==> src/inc/kpi_cfg.svh <==
// Constants of the keyboard pin interrupt block
`ifndef KPI_CFG_SVH
`define KPI_CFG_SVH

`define KPI_ADDR_W     8
`define KPI_DATA_W     32
`define KPI_REG_W      8
`define KPI_PE_W       4

// Register indices; byte address is four times the index
`define KPI_IDX_D_SCR  6'h0C
`define KPI_IDX_D_IER  6'h0D
`define KPI_IDX_E_SCR  6'h0E
`define KPI_IDX_E_IER  6'h0F
`define KPI_IDX_SHIFT  2'b00

// One-hot select positions
`define KPI_SEL_W      4
`define KPI_SEL_D_SCR  0
`define KPI_SEL_D_IER  1
`define KPI_SEL_E_SCR  2
`define KPI_SEL_E_IER  3

// Status/control fields
`define KPI_SCR_MODE   0
`define KPI_SCR_MASK   1
`define KPI_SCR_ACK    2
`define KPI_SCR_PEND   3
`define KPI_SCR_RSVD   4'h0

// Port-E enable register fields
`define KPI_IER_EN_LO  0
`define KPI_IER_EN_HI  3
`define KPI_IER_PU_LO  4
`define KPI_IER_PU_HI  7

`define KPI_RST_VAL    8'h00
`define KPI_E_PAD      4'hF
`define KPI_RESP_OKAY  2'h0
`define KPI_RESP_SLVERR 2'h2

`endif

==> src/inc/kpi_pkg.sv <==
// Types of the keyboard pin interrupt block
`include "kpi_cfg.svh"

package kpi_pkg;

    typedef struct packed {
        logic                    awvalid;
        logic [`KPI_ADDR_W-1:0]  awaddr;
        logic                    wvalid;
        logic [`KPI_DATA_W-1:0]  wdata;
        logic [3:0]              wstrb;
        logic                    bready;
        logic                    arvalid;
        logic [`KPI_ADDR_W-1:0]  araddr;
        logic                    rready;
    } kpi_axi_req_t;

    typedef struct packed {
        logic                    awready;
        logic                    wready;
        logic                    bvalid;
        logic [1:0]              bresp;
        logic                    arready;
        logic                    rvalid;
        logic [`KPI_DATA_W-1:0]  rdata;
        logic [1:0]              rresp;
    } kpi_axi_rsp_t;

    typedef struct packed {
        logic [`KPI_REG_W-1:0]   en;
        logic                    mask;
        logic                    mode;
        logic                    req;
        logic                    prev_low;
        logic                    acked;
    } kpi_chan_t;

    typedef struct packed {
        kpi_chan_t               chd;
        kpi_chan_t               che;
        logic [`KPI_PE_W-1:0]    pull_e;
        logic [`KPI_REG_W-1:0]   d_sync1;
        logic [`KPI_REG_W-1:0]   d_sync2;
        logic [`KPI_PE_W-1:0]    e_sync1;
        logic [`KPI_PE_W-1:0]    e_sync2;
        logic                    aw_got;
        logic [`KPI_ADDR_W-1:0]  waddr;
        logic                    w_got;
        logic [`KPI_REG_W-1:0]   wbyte;
        logic                    wlane;
        logic                    bvalid;
        logic [1:0]              bresp;
        logic                    rvalid;
        logic [`KPI_DATA_W-1:0]  rdata;
        logic [1:0]              rresp;
    } kpi_state_t;

endpackage

==> src/verilog/kpi_top.sv <==
// Keyboard pin interrupt channels for port D and port E, AXI4-Lite register slave
//
// The address map and the AXI4-Lite slave port were decided locally.
`include "kpi_cfg.svh"

module kpi_top (
    // Clock and reset
    input  wire logic                    clk_sys,
    input  wire logic                    resetn,
    // Register bus
    input  wire kpi_pkg::kpi_axi_req_t   axi_req,
    output      kpi_pkg::kpi_axi_rsp_t   axi_rsp,
    // Keyboard pins, asynchronous
    input  wire logic [`KPI_REG_W-1:0]   portd_key_pin,
    input  wire logic [`KPI_PE_W-1:0]    porte_key_pin,
    // CPU vector fetch acknowledges, one-cycle pulses
    input  wire logic                    portd_vector_fetch,
    input  wire logic                    porte_vector_fetch,
    // CPU interrupt requests
    output      logic                    portd_irq,
    output      logic                    porte_irq,
    // Pad controls
    output      logic [`KPI_REG_W-1:0]   portd_pullup_en,
    output      logic [`KPI_PE_W-1:0]    porte_pullup_en,
    output      logic [`KPI_REG_W-1:0]   portd_force_input,
    output      logic [`KPI_PE_W-1:0]    porte_force_input
);

    kpi_pkg::kpi_state_t s_r;
    kpi_pkg::kpi_state_t s_nxt;

    // Address decode, one-hot; zero means unmapped
    function automatic logic [`KPI_SEL_W-1:0] kpi_sel(input logic [`KPI_ADDR_W-1:0] a);
        logic [`KPI_SEL_W-1:0] sel;
        sel = '0;
        sel[`KPI_SEL_D_SCR] = (a == {`KPI_IDX_D_SCR, `KPI_IDX_SHIFT});
        sel[`KPI_SEL_D_IER] = (a == {`KPI_IDX_D_IER, `KPI_IDX_SHIFT});
        sel[`KPI_SEL_E_SCR] = (a == {`KPI_IDX_E_SCR, `KPI_IDX_SHIFT});
        sel[`KPI_SEL_E_IER] = (a == {`KPI_IDX_E_IER, `KPI_IDX_SHIFT});
        return sel;
    endfunction

    // Status/control read image
    function automatic logic [`KPI_REG_W-1:0] kpi_scr(input kpi_pkg::kpi_chan_t c);
        logic [`KPI_REG_W-1:0] v;
        v = '0;
        v[`KPI_REG_W-1:`KPI_SCR_PEND+1] = `KPI_SCR_RSVD;
        v[`KPI_SCR_PEND] = c.req;
        v[`KPI_SCR_ACK] = 1'b0;
        v[`KPI_SCR_MASK] = c.mask;
        v[`KPI_SCR_MODE] = c.mode;
        return v;
    endfunction

    // Status/control write: only mask and sensitivity are stored; pending is read-only
    function automatic kpi_pkg::kpi_chan_t kpi_scr_wr(input kpi_pkg::kpi_chan_t c,
                                                      input logic [`KPI_REG_W-1:0] b);
        kpi_pkg::kpi_chan_t n;
        n = c;
        n.mask = b[`KPI_SCR_MASK];
        n.mode = b[`KPI_SCR_MODE];
        return n;
    endfunction

    // Read image of one register; unmapped addresses read zero
    function automatic logic [`KPI_DATA_W-1:0] kpi_rd_word(input logic [`KPI_SEL_W-1:0] sel,
                                                           input kpi_pkg::kpi_state_t st);
        logic [`KPI_DATA_W-1:0] w;
        w = '0;
        if (sel[`KPI_SEL_D_SCR]) begin
            w[`KPI_REG_W-1:0] = kpi_scr(st.chd);
        end
        if (sel[`KPI_SEL_D_IER]) begin
            w[`KPI_REG_W-1:0] = st.chd.en;
        end
        if (sel[`KPI_SEL_E_SCR]) begin
            w[`KPI_REG_W-1:0] = kpi_scr(st.che);
        end
        if (sel[`KPI_SEL_E_IER]) begin
            w[`KPI_REG_W-1:0] = {st.pull_e, st.che.en[`KPI_PE_W-1:0]};
        end
        return w;
    endfunction

    // One channel's request latch; the set term wins over an acknowledge in the same cycle.
    // In level mode an acknowledge that comes while a pin is still low is remembered,
    // so the request drops once the last enabled pin is high again, in either order.
    function automatic kpi_pkg::kpi_chan_t kpi_step(input kpi_pkg::kpi_chan_t c,
                                                    input logic [`KPI_REG_W-1:0] pins,
                                                    input logic ack);
        kpi_pkg::kpi_chan_t n;
        logic               any_low;
        logic               set;
        logic               ack_seen;
        n = c;
        any_low = |(c.en & ~pins);
        set = c.mode ? any_low : (any_low & ~c.prev_low);
        ack_seen = ack | (c.mode & c.acked);
        n.req = set | (c.req & ~ack_seen);
        n.acked = c.mode & any_low & ack_seen;
        n.prev_low = any_low;
        return n;
    endfunction

    always_comb begin
        logic [`KPI_SEL_W-1:0] wsel;
        logic [`KPI_SEL_W-1:0] rsel;
        logic                  ack_d;
        logic                  ack_e;
        s_nxt = s_r;
        wsel = kpi_sel(s_r.waddr);
        rsel = kpi_sel(axi_req.araddr);
        ack_d = portd_vector_fetch;
        ack_e = porte_vector_fetch;

        // Pins are asynchronous; the first stage feeds only the second
        s_nxt.d_sync1 = portd_key_pin;
        s_nxt.d_sync2 = s_r.d_sync1;
        s_nxt.e_sync1 = porte_key_pin;
        s_nxt.e_sync2 = s_r.e_sync1;

        // Address and data are captured separately so either may come first
        if (axi_req.awvalid && !s_r.aw_got) begin
            s_nxt.aw_got = 1'b1;
            s_nxt.waddr = axi_req.awaddr;
        end
        if (axi_req.wvalid && !s_r.w_got) begin
            s_nxt.w_got = 1'b1;
            s_nxt.wbyte = axi_req.wdata[`KPI_REG_W-1:0];
            s_nxt.wlane = axi_req.wstrb[0];
        end

        // Write commits only once the previous response has been taken
        if (s_r.aw_got && s_r.w_got && !s_r.bvalid) begin
            s_nxt.aw_got = 1'b0;
            s_nxt.w_got = 1'b0;
            s_nxt.bvalid = 1'b1;
            s_nxt.bresp = (|wsel) ? `KPI_RESP_OKAY : `KPI_RESP_SLVERR;
            // Registers are one byte wide; a write without lane 0 changes nothing
            if (s_r.wlane) begin
                if (wsel[`KPI_SEL_D_SCR]) begin
                    s_nxt.chd = kpi_scr_wr(s_nxt.chd, s_r.wbyte);
                    ack_d = ack_d | s_r.wbyte[`KPI_SCR_ACK];
                end
                if (wsel[`KPI_SEL_D_IER]) begin
                    s_nxt.chd.en = s_r.wbyte;
                end
                if (wsel[`KPI_SEL_E_SCR]) begin
                    s_nxt.che = kpi_scr_wr(s_nxt.che, s_r.wbyte);
                    ack_e = ack_e | s_r.wbyte[`KPI_SCR_ACK];
                end
                if (wsel[`KPI_SEL_E_IER]) begin
                    s_nxt.che.en = {`KPI_E_PAD ^ `KPI_E_PAD,
                                    s_r.wbyte[`KPI_IER_EN_HI:`KPI_IER_EN_LO]};
                    s_nxt.pull_e = s_r.wbyte[`KPI_IER_PU_HI:`KPI_IER_PU_LO];
                end
            end
        end
        if (s_r.bvalid && axi_req.bready) begin
            s_nxt.bvalid = 1'b0;
        end

        // Read data is captured at acceptance and held until taken
        if (axi_req.arvalid && !s_r.rvalid) begin
            s_nxt.rvalid = 1'b1;
            s_nxt.rresp = (|rsel) ? `KPI_RESP_OKAY : `KPI_RESP_SLVERR;
            s_nxt.rdata = kpi_rd_word(rsel, s_r);
        end else if (s_r.rvalid && axi_req.rready) begin
            s_nxt.rvalid = 1'b0;
        end

        s_nxt.chd = kpi_step(s_nxt.chd, s_r.d_sync2, ack_d);
        // Unused upper port-E positions are padded high so they never look low
        s_nxt.che = kpi_step(s_nxt.che, {`KPI_E_PAD, s_r.e_sync2}, ack_e);
    end

    always_ff @(posedge clk_sys) begin
        if (!resetn) begin
            s_r <= '0;
        end else begin
            s_r <= s_nxt;
        end
    end

    always_comb begin
        axi_rsp = '0;
        axi_rsp.awready = !s_r.aw_got;
        axi_rsp.wready = !s_r.w_got;
        axi_rsp.bvalid = s_r.bvalid;
        axi_rsp.bresp = s_r.bresp;
        axi_rsp.arready = !s_r.rvalid;
        axi_rsp.rvalid = s_r.rvalid;
        axi_rsp.rdata = s_r.rdata;
        axi_rsp.rresp = s_r.rresp;
    end

    assign portd_irq = s_r.chd.req & ~s_r.chd.mask;
    assign porte_irq = s_r.che.req & ~s_r.che.mask;
    assign portd_pullup_en = s_r.chd.en;
    assign porte_pullup_en = s_r.pull_e;
    assign portd_force_input = s_r.chd.en;
    assign porte_force_input = s_r.che.en[`KPI_PE_W-1:0];

endmodule

==> config.mk <==
export PLATFORM = sky130hd
export DESIGN_NAME = kpi_top
export DESIGN_NICKNAME = d
export VERILOG_FILES = /design/src/inc/kpi_pkg.sv /design/src/verilog/kpi_top.sv
export VERILOG_INCLUDE_DIRS = /design/src /design/src/inc
export SDC_FILE = /design/constraint.sdc
export NUM_CORES = 1
export LEC_CHECK = 0
export BUFFER_PORTS_ARGS = -buffer_cell sky130_fd_sc_hd__buf_2
export CORE_MARGIN = 1
export CORE_UTILIZATION = 35
export CTS_CLUSTER_DIAMETER = 150
export DETAILED_ROUTE_END_ITERATION = 10
export GPL_TIMING_DRIVEN = 0
export PLACE_DENSITY = 0.57
export SETUP_SLACK_MARGIN = 0.4
export SLEW_MARGIN = 5
export SYNTH_ARGS = -nofsm -noshare
export SYNTH_HDL_FRONTEND = slang
export SYNTH_SLANG_ARGS = --single-unit
==> constraint.sdc <==
create_clock -name clk_sys -period 4.2 [get_ports clk_sys]
set_clock_uncertainty 0.05 [all_clocks]
set_input_delay 0.21 -clock clk_sys [delete_from_list [all_inputs] [get_ports clk_sys]]
set_output_delay 0.21 -clock clk_sys [all_outputs]
set_load 0.02 [all_outputs]
; Word level (Yosys, flattened, before mapping)
; Cells that the tools add are included.
[classes]
mux = 23
reduce_logical = 21
eq_ne = 8
bitwise_logic = 29
[ops]
columns = op, n
row1 = "8-bit by 6-bit equality test with 1-bit output, second input constant", 8
row2 = 30-bit 2-to-1 mux, 2
row3 = 8-bit 2-to-1 mux, 5
row4 = 8-bit bitwise AND, 2
row5 = 8-bit NOT, 2
row6 = 8-bit OR reduction, 2
row7 = 1-bit bitwise AND, 12
row8 = 1-bit 2-to-1 mux, 10
row9 = 5-bit 2-to-1 mux, 2
row10 = 3-bit AND reduction, 3
row11 = 4-bit 2-to-1 mux, 2
row12 = 4-bit OR reduction, 2
row13 = 1-bit logical AND, 7
row14 = 1-bit NOT, 7
row15 = 1-bit bitwise OR, 6
row16 = 1-bit zero test, 4
row17 = 2-bit 2-to-1 mux, 2
row18 = 2-bit OR reduction, 2
row19 = 2-bit nonzero test, 1
[totals]
out_inout_bits = 67
ff_bits = 87
elab_cells = 108
inputBits = 73

; Longest topological paths before layout
; Gate-level depths: netlist of run 1.
[logic_depth]
depth_word = 9
ltp_mapped = 8
mapped_depth_nobuf = 6

; Worst setup path after synthesis of run 1
; No wires, ideal clock.
[synth_timing]
kind = register to register
startpoint = reg s_r[55] (netlist bit)
endpoint = reg s_r[100] (netlist bit)
required_ns = 4.034
path_stages_with_launch = 8
path_buffers = 1
t_arrival_ns = 1.863
synth_period_minus_slack_ns = 2.029
slack_ns = 2.171
setup_time_ns = 0.116
cell_sequence = dfxtp_1 -> nor4b_4 -> and4_4 -> buf_6 -> mux2_1 -> a22oi_1 -> and4_4 -> a21oi_1
[synth_via]
elab_chain_cells = 9
word_cells_on_any_way = 18
classes_between = eq/ne (2) / mux (8) / bitwise (7) / reduce/logical (1)
[synth_lines]
columns = item, line
row1 = from (decl), kpi_top.sv:29  ; kpi_pkg::kpi_state_t s_r;
row2 = from (signal assigned), kpi_top.sv:181  ; s_r <= s_nxt;
row3 = "8-bit by 6-bit equality test with 1-bit output, on equally long branches", "kpi_top.sv:37, kpi_top.sv:36"
row4 = 8-bit 2-to-1 mux / 5-bit 2-to-1 mux (equally long branches), "kpi_top.sv:145, kpi_top.sv:141"
row5 = 30-bit 2-to-1 mux, kpi_top.sv:140  ; if (s_r.wlane) begin
row6 = 30-bit 2-to-1 mux, kpi_top.sv:134  ; if (s_r.aw_got && s_r.w_got && !s_r.bvalid) begin
row7 = 8-bit bitwise AND / 1-bit bitwise AND (equally long branches), "kpi_top.sv:96, kpi_top.sv:98"
row8 = 8-bit OR reduction / 1-bit bitwise OR (equally long branches), "kpi_top.sv:96, kpi_top.sv:98"
row9 = 1-bit bitwise AND / 1-bit NOT (equally long branches), "kpi_top.sv:97, kpi_top.sv:99"
row10 = 1-bit 2-to-1 mux / 1-bit bitwise AND (equally long branches), "kpi_top.sv:97, kpi_top.sv:99"
row11 = 1-bit bitwise OR (*), kpi_top.sv:99  ; n.req = set | (c.req & ~ack_seen);
; Every way passes the cells marked *; elsewhere a longest branch is shown, timed or not.
; A chain may end at the register's enable or synchronous reset.

; Worst setup path in the final report of run 1
; Ends and elaborated chain as after synthesis.

==> results.md, run 1 <==
- Status: finished clean
- Drt first pass iters: 4
- Area growth syn-to-layout: 27.6%
- Syn Inst Count: 369
- Initial core utilization: 0.365
- Crit path time final: 2.32 ns
- Overall Power: 1610 uW
- Placed Cells: 612
- Final setup fails: 0
- Int Pwr: 1240 uW
- Vias in the first global route: 2,363
- CTS H-Tree Depth: 3
- Peak supply drop: 130 uV
- Critical Path AT: 2.52 ns
- Initial DRC count: 62
- Clock power frac: 0.406
- Final period util: 0.553
- Sw Ratio: 0.231
- Max_slew headroom: 0.595
- Remaining DRCs: 0
- Clock Tree Buf Depth: 2
- Fraction of registers with async set/reset: 0
- CTS tree: yes
- Total Routing Usage GR: 0.145
- Fmax: 431 MHz
- Num rows: 36
- Core Box Area: 0.00986 sq mm
- Synth area leader: dfxtp_1
- Clk sinks: 81
- Critical path data required time: 4.39 ns
- PD cells: 350 mW/mm^2
- Clock latency on the worst-skew pair: 0.35 ns
- Largest net degree at the start of global routing: 15
- Syn Area/Cell: 9.76 sq um
- Post-CTS setup buffer count: 0
- Worst-Margin Slew: 0.607 ns
- Critical path class: reg -> reg
- Setup TNS after final layout: 0 ns
- Routed length per instance: 11.5 um
- YS warnings: 0
- EDFF count, synth: 0
- Maximum capacitance violations: 0
- Final hold vios: 0
- Initial antenna violation count: 0
- GPL Wtd Cong: 0.772
- Fin cells: 635
- Number of distinct library cells after synthesis: 37
- Unrepaired setup endpoints after global routing: no
- Crit path capture type: flip-flop
- Grt ovf: 0
- Yosys reg bits: 81
- CTS root buf: clkbuf_8
- Top cells by area, synth: dfxtp_1 45%, buf_4 13%, and2_1 6.1%
- Die X: 103 um
- Via/cell ratio: 4.09
- # diodes: 0
- Hold crit path type: in -> reg
- CTS Buf Count: 9
- Post-DRT Antenna Nets: 0
- Combinational share of power: 0.093
- Yosys top cell area share: 0.450
- Die height: 103 um
- Area of the die: 0.0107 sq mm
- Layout cells sized above 1: 0.369
- Post-synthesis sequential area ratio: 0.450
- Worst Path Max Fanout: 8
- Max-slew violation count: 0
- Setup WS pre-CTS: 1.92 ns
- Post-synth top flop: dfxtp_1
- Fin worst setup slack: 1.88 ns
- Netlist Area Pre-Place: 0.00360 sq mm
- DP HPWL: 5630 um
- Power share of the sequential group: 0.502
- Filler cells: 989
- Routed vias: 2,599
- Psw: 372 uW
- LEAKAGE: 0.00222 uW
- Reg clk slew, reported paths: 0.08 ns
- Total I/O pin count: 140
- Multi-input gate area: 0.00149 sq mm
- IO Port Bufs: 85
- NumNets Final: 570
- Register area: 0.00162 sq mm
- Critical Path Source Type: flip-flop
- DRT Wirelength: 7280 um
- First-pass GRT wire length: 11,400 um
critical path, cell delays in order (launching register included):
cell and delay, ns:
dfxtp_1 0.34, nor4b_4 0.42, and4_4 0.29, buf_6 0.14, mux2_2 0.35, a22oi_1 0.26, and4_4 0.30, a21oi_1 0.07
metal layers:
metal	routed length, um	vias up	share of wire	GRT usage
met5	0	-	0	0
met4	125	0	0.017	0.0650
met3	469	12	0.064	0.0417
met2	3300	88	0.45	0.240
met1	3390	1118	0.47	0.174
li1	-	1381	-	-
synth_stat cells (2+ instances only):
cell	n
dfxtp_1	81
buf_4	62
nand2_1	37
and2_1	35
nor2b_1	31
inv_1	15
mux2i_1	15
a21boi_0	13
a22oi_1	12
clkbuf_1	10
mux2_2	10
nor2_1	7
mux2_1	3
mux4_2	3
nand3_1	3
o21ai_0	3
o22ai_1	3
a211o_1	2
and3b_1	2
and4_4	2
buf_6	2
nor3b_1	2
o211a_1	2
cell type report:
type | instances | share of cell area
sequential | 81 | 0.353
buffer | 75 | 0.115
clock buffer | 11 | 0.0330
multi-input combinational | 223 | 0.324
tap | 133 | 0.0362
clock inverter | 5 | 0.0185
timing repair buffer | 92 | 0.108
inverter | 15 | 0.0123
path summary, 6_finish.rpt:
path	endpoint	slack, ns	startpoint	depth (start not counted)
max	s_r[100]	1.88	s_r[55]	7
min	s_nxt[57]	0.01	porte_key_pin[0]	2
max reg2reg	s_r[100]	1.88	s_r[55]	7
min reg2reg	s_r[71]	0.38	s_nxt[71]	1
through the flow:
stage,hold slack (ns),utilization,area [sq um]
after floorplan,0.287,-,3690
after global placement,0.368,0.435,4290
after detailed placement,0.368,0.435,4290
after CTS,0.00126,0.466,4590
after global routing,0.00187,0.466,4590
final,0.0147,0.466,4590
layout by cell type, fill, tap and decap left out, types with 3 or more instances in the layout:
cell	count
o21ai_0	3
a21boi_0	13
mux2_2	10
o22ai_1	3
conb_1	26
nor2b_1	31
nand2_1	37
dlygate4sd3_1	7
mux4_2	3
buf_4	62
and2_1	35
dfxtp_1	81
mux2_1	3
a22oi_1	12
clkbuf_1	10
inv_1	15
clkbuf_8	11
buf_2	85
nand3_1	3
mux2i_1	15
nor2_1	7
logic make-up (layout without fill, tap and decap cells):
family	after synthesis	count (layout)	synth area share
AOI/OAI and AO/OA	39	39	0.0796
DFF	81	81	0.450
buffers and inverters	90	198	0.163
muxes	32	32	0.105
other	1	26	0.00104
and+or+nand+nor	126	126	0.201
state kept, by name (all words and copies together), names as in the netlist:
signal	flops
s_r	41
porte_force_input	4
portd_force_input	8
s_nxt	12
porte_pullup_en	4
axi_rsp	12
power by group through the flow:
stage	sequential (uW)	combinational [uW]	clock [uW]
after floorplan	820	105	0
after global placement	824	144	0
after detailed placement	825	145	0
after CTS	807	151	673
after global routing	810	166	708
final	807	149	652
repair_timing:
item,4_1_cts,5_1_grt
endpoints found under the hold margin,7,0
hold buffers,7,0
resized for setup,0,0
setup endpoints to repair,0,0
No activity file was read; power rests on OpenSTA's default activity.
==> run 2: changes to the inputs <==
--- a/config.mk
+++ b/config.mk
@@ -6,13 +6,14 @@
 export SDC_FILE = /design/constraint.sdc
 export NUM_CORES = 1
 export LEC_CHECK = 0
+export ABC_AREA = 1
 export BUFFER_PORTS_ARGS = -buffer_cell sky130_fd_sc_hd__buf_2
 export CORE_MARGIN = 1
 export CORE_UTILIZATION = 35
 export CTS_CLUSTER_DIAMETER = 150
 export DETAILED_ROUTE_END_ITERATION = 10
 export GPL_TIMING_DRIVEN = 0
-export PLACE_DENSITY = 0.57
+export PLACE_DENSITY = 0.56
 export SETUP_SLACK_MARGIN = 0.4
 export SLEW_MARGIN = 5
 export SYNTH_ARGS = -nofsm -noshare
==> constraint.sdc (replaced) <==
create_clock -name clk_sys -period 2.2 [get_ports clk_sys]
set_clock_uncertainty 0.05 [all_clocks]
set_input_delay 0.11 -clock clk_sys [delete_from_list [all_inputs] [get_ports clk_sys]]
set_output_delay 0.11 -clock clk_sys [all_outputs]
set_load 0.02 [all_outputs]
==> run 2 against run 1 <==
Clock power grew 92%. Via count grew 25%. Area after synthesis grew 3.1%.
==> results.md, run 2 <==
- Status: finished clean
- CP delay by family, top: simple AND/OR/NAND/NOR gates
- Cell count of the worst reg-to-reg path: 10
- CP Cell Sequence: nor2_2 > nand3_4 > nor2_8 > nand3_1 > nand3b_1 > nand2_1 > nor2_1 > nand2_1 > inv_1 > nor2_1
- Hold path start: axi_req[20]
- Maximum capacitance violations: 0
- IO Port Bufs: 85
- Worst r2r src: s_r[55]
- Setup WS pre-CTS: 0.495 ns
- Filler cells: 1,049
- Die X: 105 um
- Clock latency on the worst-skew pair: 0.35 ns
- GPL Wtd Cong: 0.810
- YS warnings: 0
- Post-synth top flop: dfxtp_1
- Max_slew headroom: 0.657
- Count leader, synth: nand2_1
- DRT Wirelength: 8520 um
- Fin cells: 781
- Core Box Area: 0.0103 sq mm
- Worst reg2reg endpoint: s_r[99]
- # diodes: 0
- Placed Area: 0.00440 sq mm
- Clk sinks: 81
- Num rows: 37
- Biggest register: s_r
- CTS tree: yes
- Worst Hold End: s_r[44]
- Final hold vios: 0
- Number of flip-flops in the largest register: 41
- Initial core utilization: 0.360
- Synth area leader: dfxtp_1
- Flop2flop setup slack: 0.56 ns
- Largest net degree at the start of global routing: 17
- Reg clk slew, reported paths: 0.09 ns
- CP max-delay cell: dfxtp_1
- Hold crit path type: in -> reg
- Commonest non-fill, non-tap cells in the layout: 91 x nand2_1, 86 x buf_2, 81 x dfxtp_1
- Fin worst setup slack: 0.558 ns
- Critical path class: reg -> reg
- First-pass GRT wire length: 14,100 um
- Overall Power: 3190 uW
- Netlist Area Pre-Place: 0.00371 sq mm
- Fmax: 609 MHz
- Final setup fails: 0
- Post-synth top cells: 91 x nand2_1, 81 x dfxtp_1, 73 x inv_1
- Area of the die: 0.0110 sq mm
- Max-slew violation count: 0
- Critical Path Source Type: flip-flop
- Setup TNS after final layout: 0 ns
- Commonest non-fill, non-tap cell in the layout: nand2_1
- Initial antenna violation count: 0
- Crit path time final: 1.64 ns
- Area growth syn-to-layout: 32.0%
- Unrepaired setup endpoints after global routing: no
- Max incr delay on CP: 0.32 ns
- Routed vias: 3,250
- Peak supply drop: 292 uV
- Top cells by area, synth: dfxtp_1 44%, buf_4 13%, nand2_1 9.2%
- LEAKAGE: 0.00264 uW
- Critical path data required time: 2.37 ns
- Buf/Inv on CP: 1
- Grt ovf: 0
- Fraction of registers with async set/reset: 0
- PD cells: 650 mW/mm^2
- Worst Path Max Fanout: 10
- DP HPWL: 6400 um
- Crit path capture type: flip-flop
- Yosys top cell area share: 0.437
- CTS root buf: clkbuf_8
- Syn Inst Count: 491
- Total Routing Usage GR: 0.163
- Via/cell ratio: 4.16
- Placed Cells: 737
- Drt first pass iters: 5
- Number of distinct library cells after synthesis: 34
- Routed length per instance: 10.9 um
- Initial DRC count: 93
- Hold Path Depth: 3
- Worst-Margin Slew: 0.514 ns
- Layout cells sized above 1: 0.296
- Die height: 105 um
- Clock Tree Buf Depth: 2
- CTS H-Tree Depth: 3
- EDFF count, synth: 0
- Post-synthesis sequential area ratio: 0.437
- Syn Area/Cell: 7.56 sq um
- Final instance area: 0.00490 sq mm
- Final period util: 0.746
- Vias in the first global route: 2,976
- Total I/O pin count: 140
- NumNets Final: 713
- CTS Buf Count: 9
- Critical Path AT: 1.81 ns
- Post-DRT Antenna Nets: 0
- Remaining DRCs: 0
- Yosys reg bits: 81
## run 2: report_power, final
group          total (uW)  switching (uW)  internal [uW]
logic                 376             213            163
clock network        1250             591            660
registers            1560            31.3           1530
## run 2: cell families after synthesis
group / count (synthesis) / synth area share
AOI/OAI and AO/OA: 66 / 0.0954
and+or+nand+nor: 192 / 0.247
other: 1 / 0.00101
DFF: 81 / 0.437
buffers and inverters: 151 / 0.220
## run 2: through the flow
step           hold slack [ns]  utilization
3_5_place_dp             0.245        0.426
2_1_floorplan            0.158            -
4_1_cts               0.000948        0.472
3_3_place_gp             0.243        0.426
5_1_grt                 0.0239        0.475
6_report               0.00836        0.475
## run 2: layout make-up
type                       count  area [sq um]  area share
timing repair buffer         113           696       0.142
inverter                      78           293      0.0597
sequential                    81          1620       0.331
clock inverter                 7           105      0.0214
clock buffer                   9           124      0.0253
buffer                        73           524       0.107
tap                          136           170      0.0347
multi-input combinational    284          1370       0.279
## run 2: metal layers
metal,track usage,vias up,routed length [um]
li1,-,1721,-
met1,0.213,1416,4200
met2,0.270,105,3830
met3,0.0281,8,407
met4,0.0594,0,86
met5,0,-,0
## run 2: how the worst max path moves through the flow
stage | endpoint | cells past startpoint | start | slack, ns
after global routing | s_r[99] | 10 | s_r[48] | 0.40
after floorplan | s_r[99] | 10 | s_r[56] | 0.73
after detailed placement | s_r[99] | 10 | s_r[47] | 0.50
after global placement | s_r[99] | 10 | s_r[56] | 0.53
final | s_r[99] | 10 | s_r[55] | 0.56
after CTS | s_r[99] | 10 | s_r[47] | 0.48
## run 2: worst register-to-register path, cell delays in order, from the launching register on
cell	delay, ns
dfxtp_1	0.32
nor2_2	0.15
nand3_4	0.16
nor2_8	0.23
nand3_1	0.16
nand3b_1	0.11
nand2_1	0.06
nor2_1	0.08
nand2_1	0.09
inv_1	0.08
nor2_1	0.04
## run 2: repair_timing
action                                 in CTS  in global routing
setup endpoints to repair                   0                  4
hold buffers                               24                  0
endpoints found under the hold margin      24                  0
gates resized for setup                     0                  0
buffers inserted                            0                  4
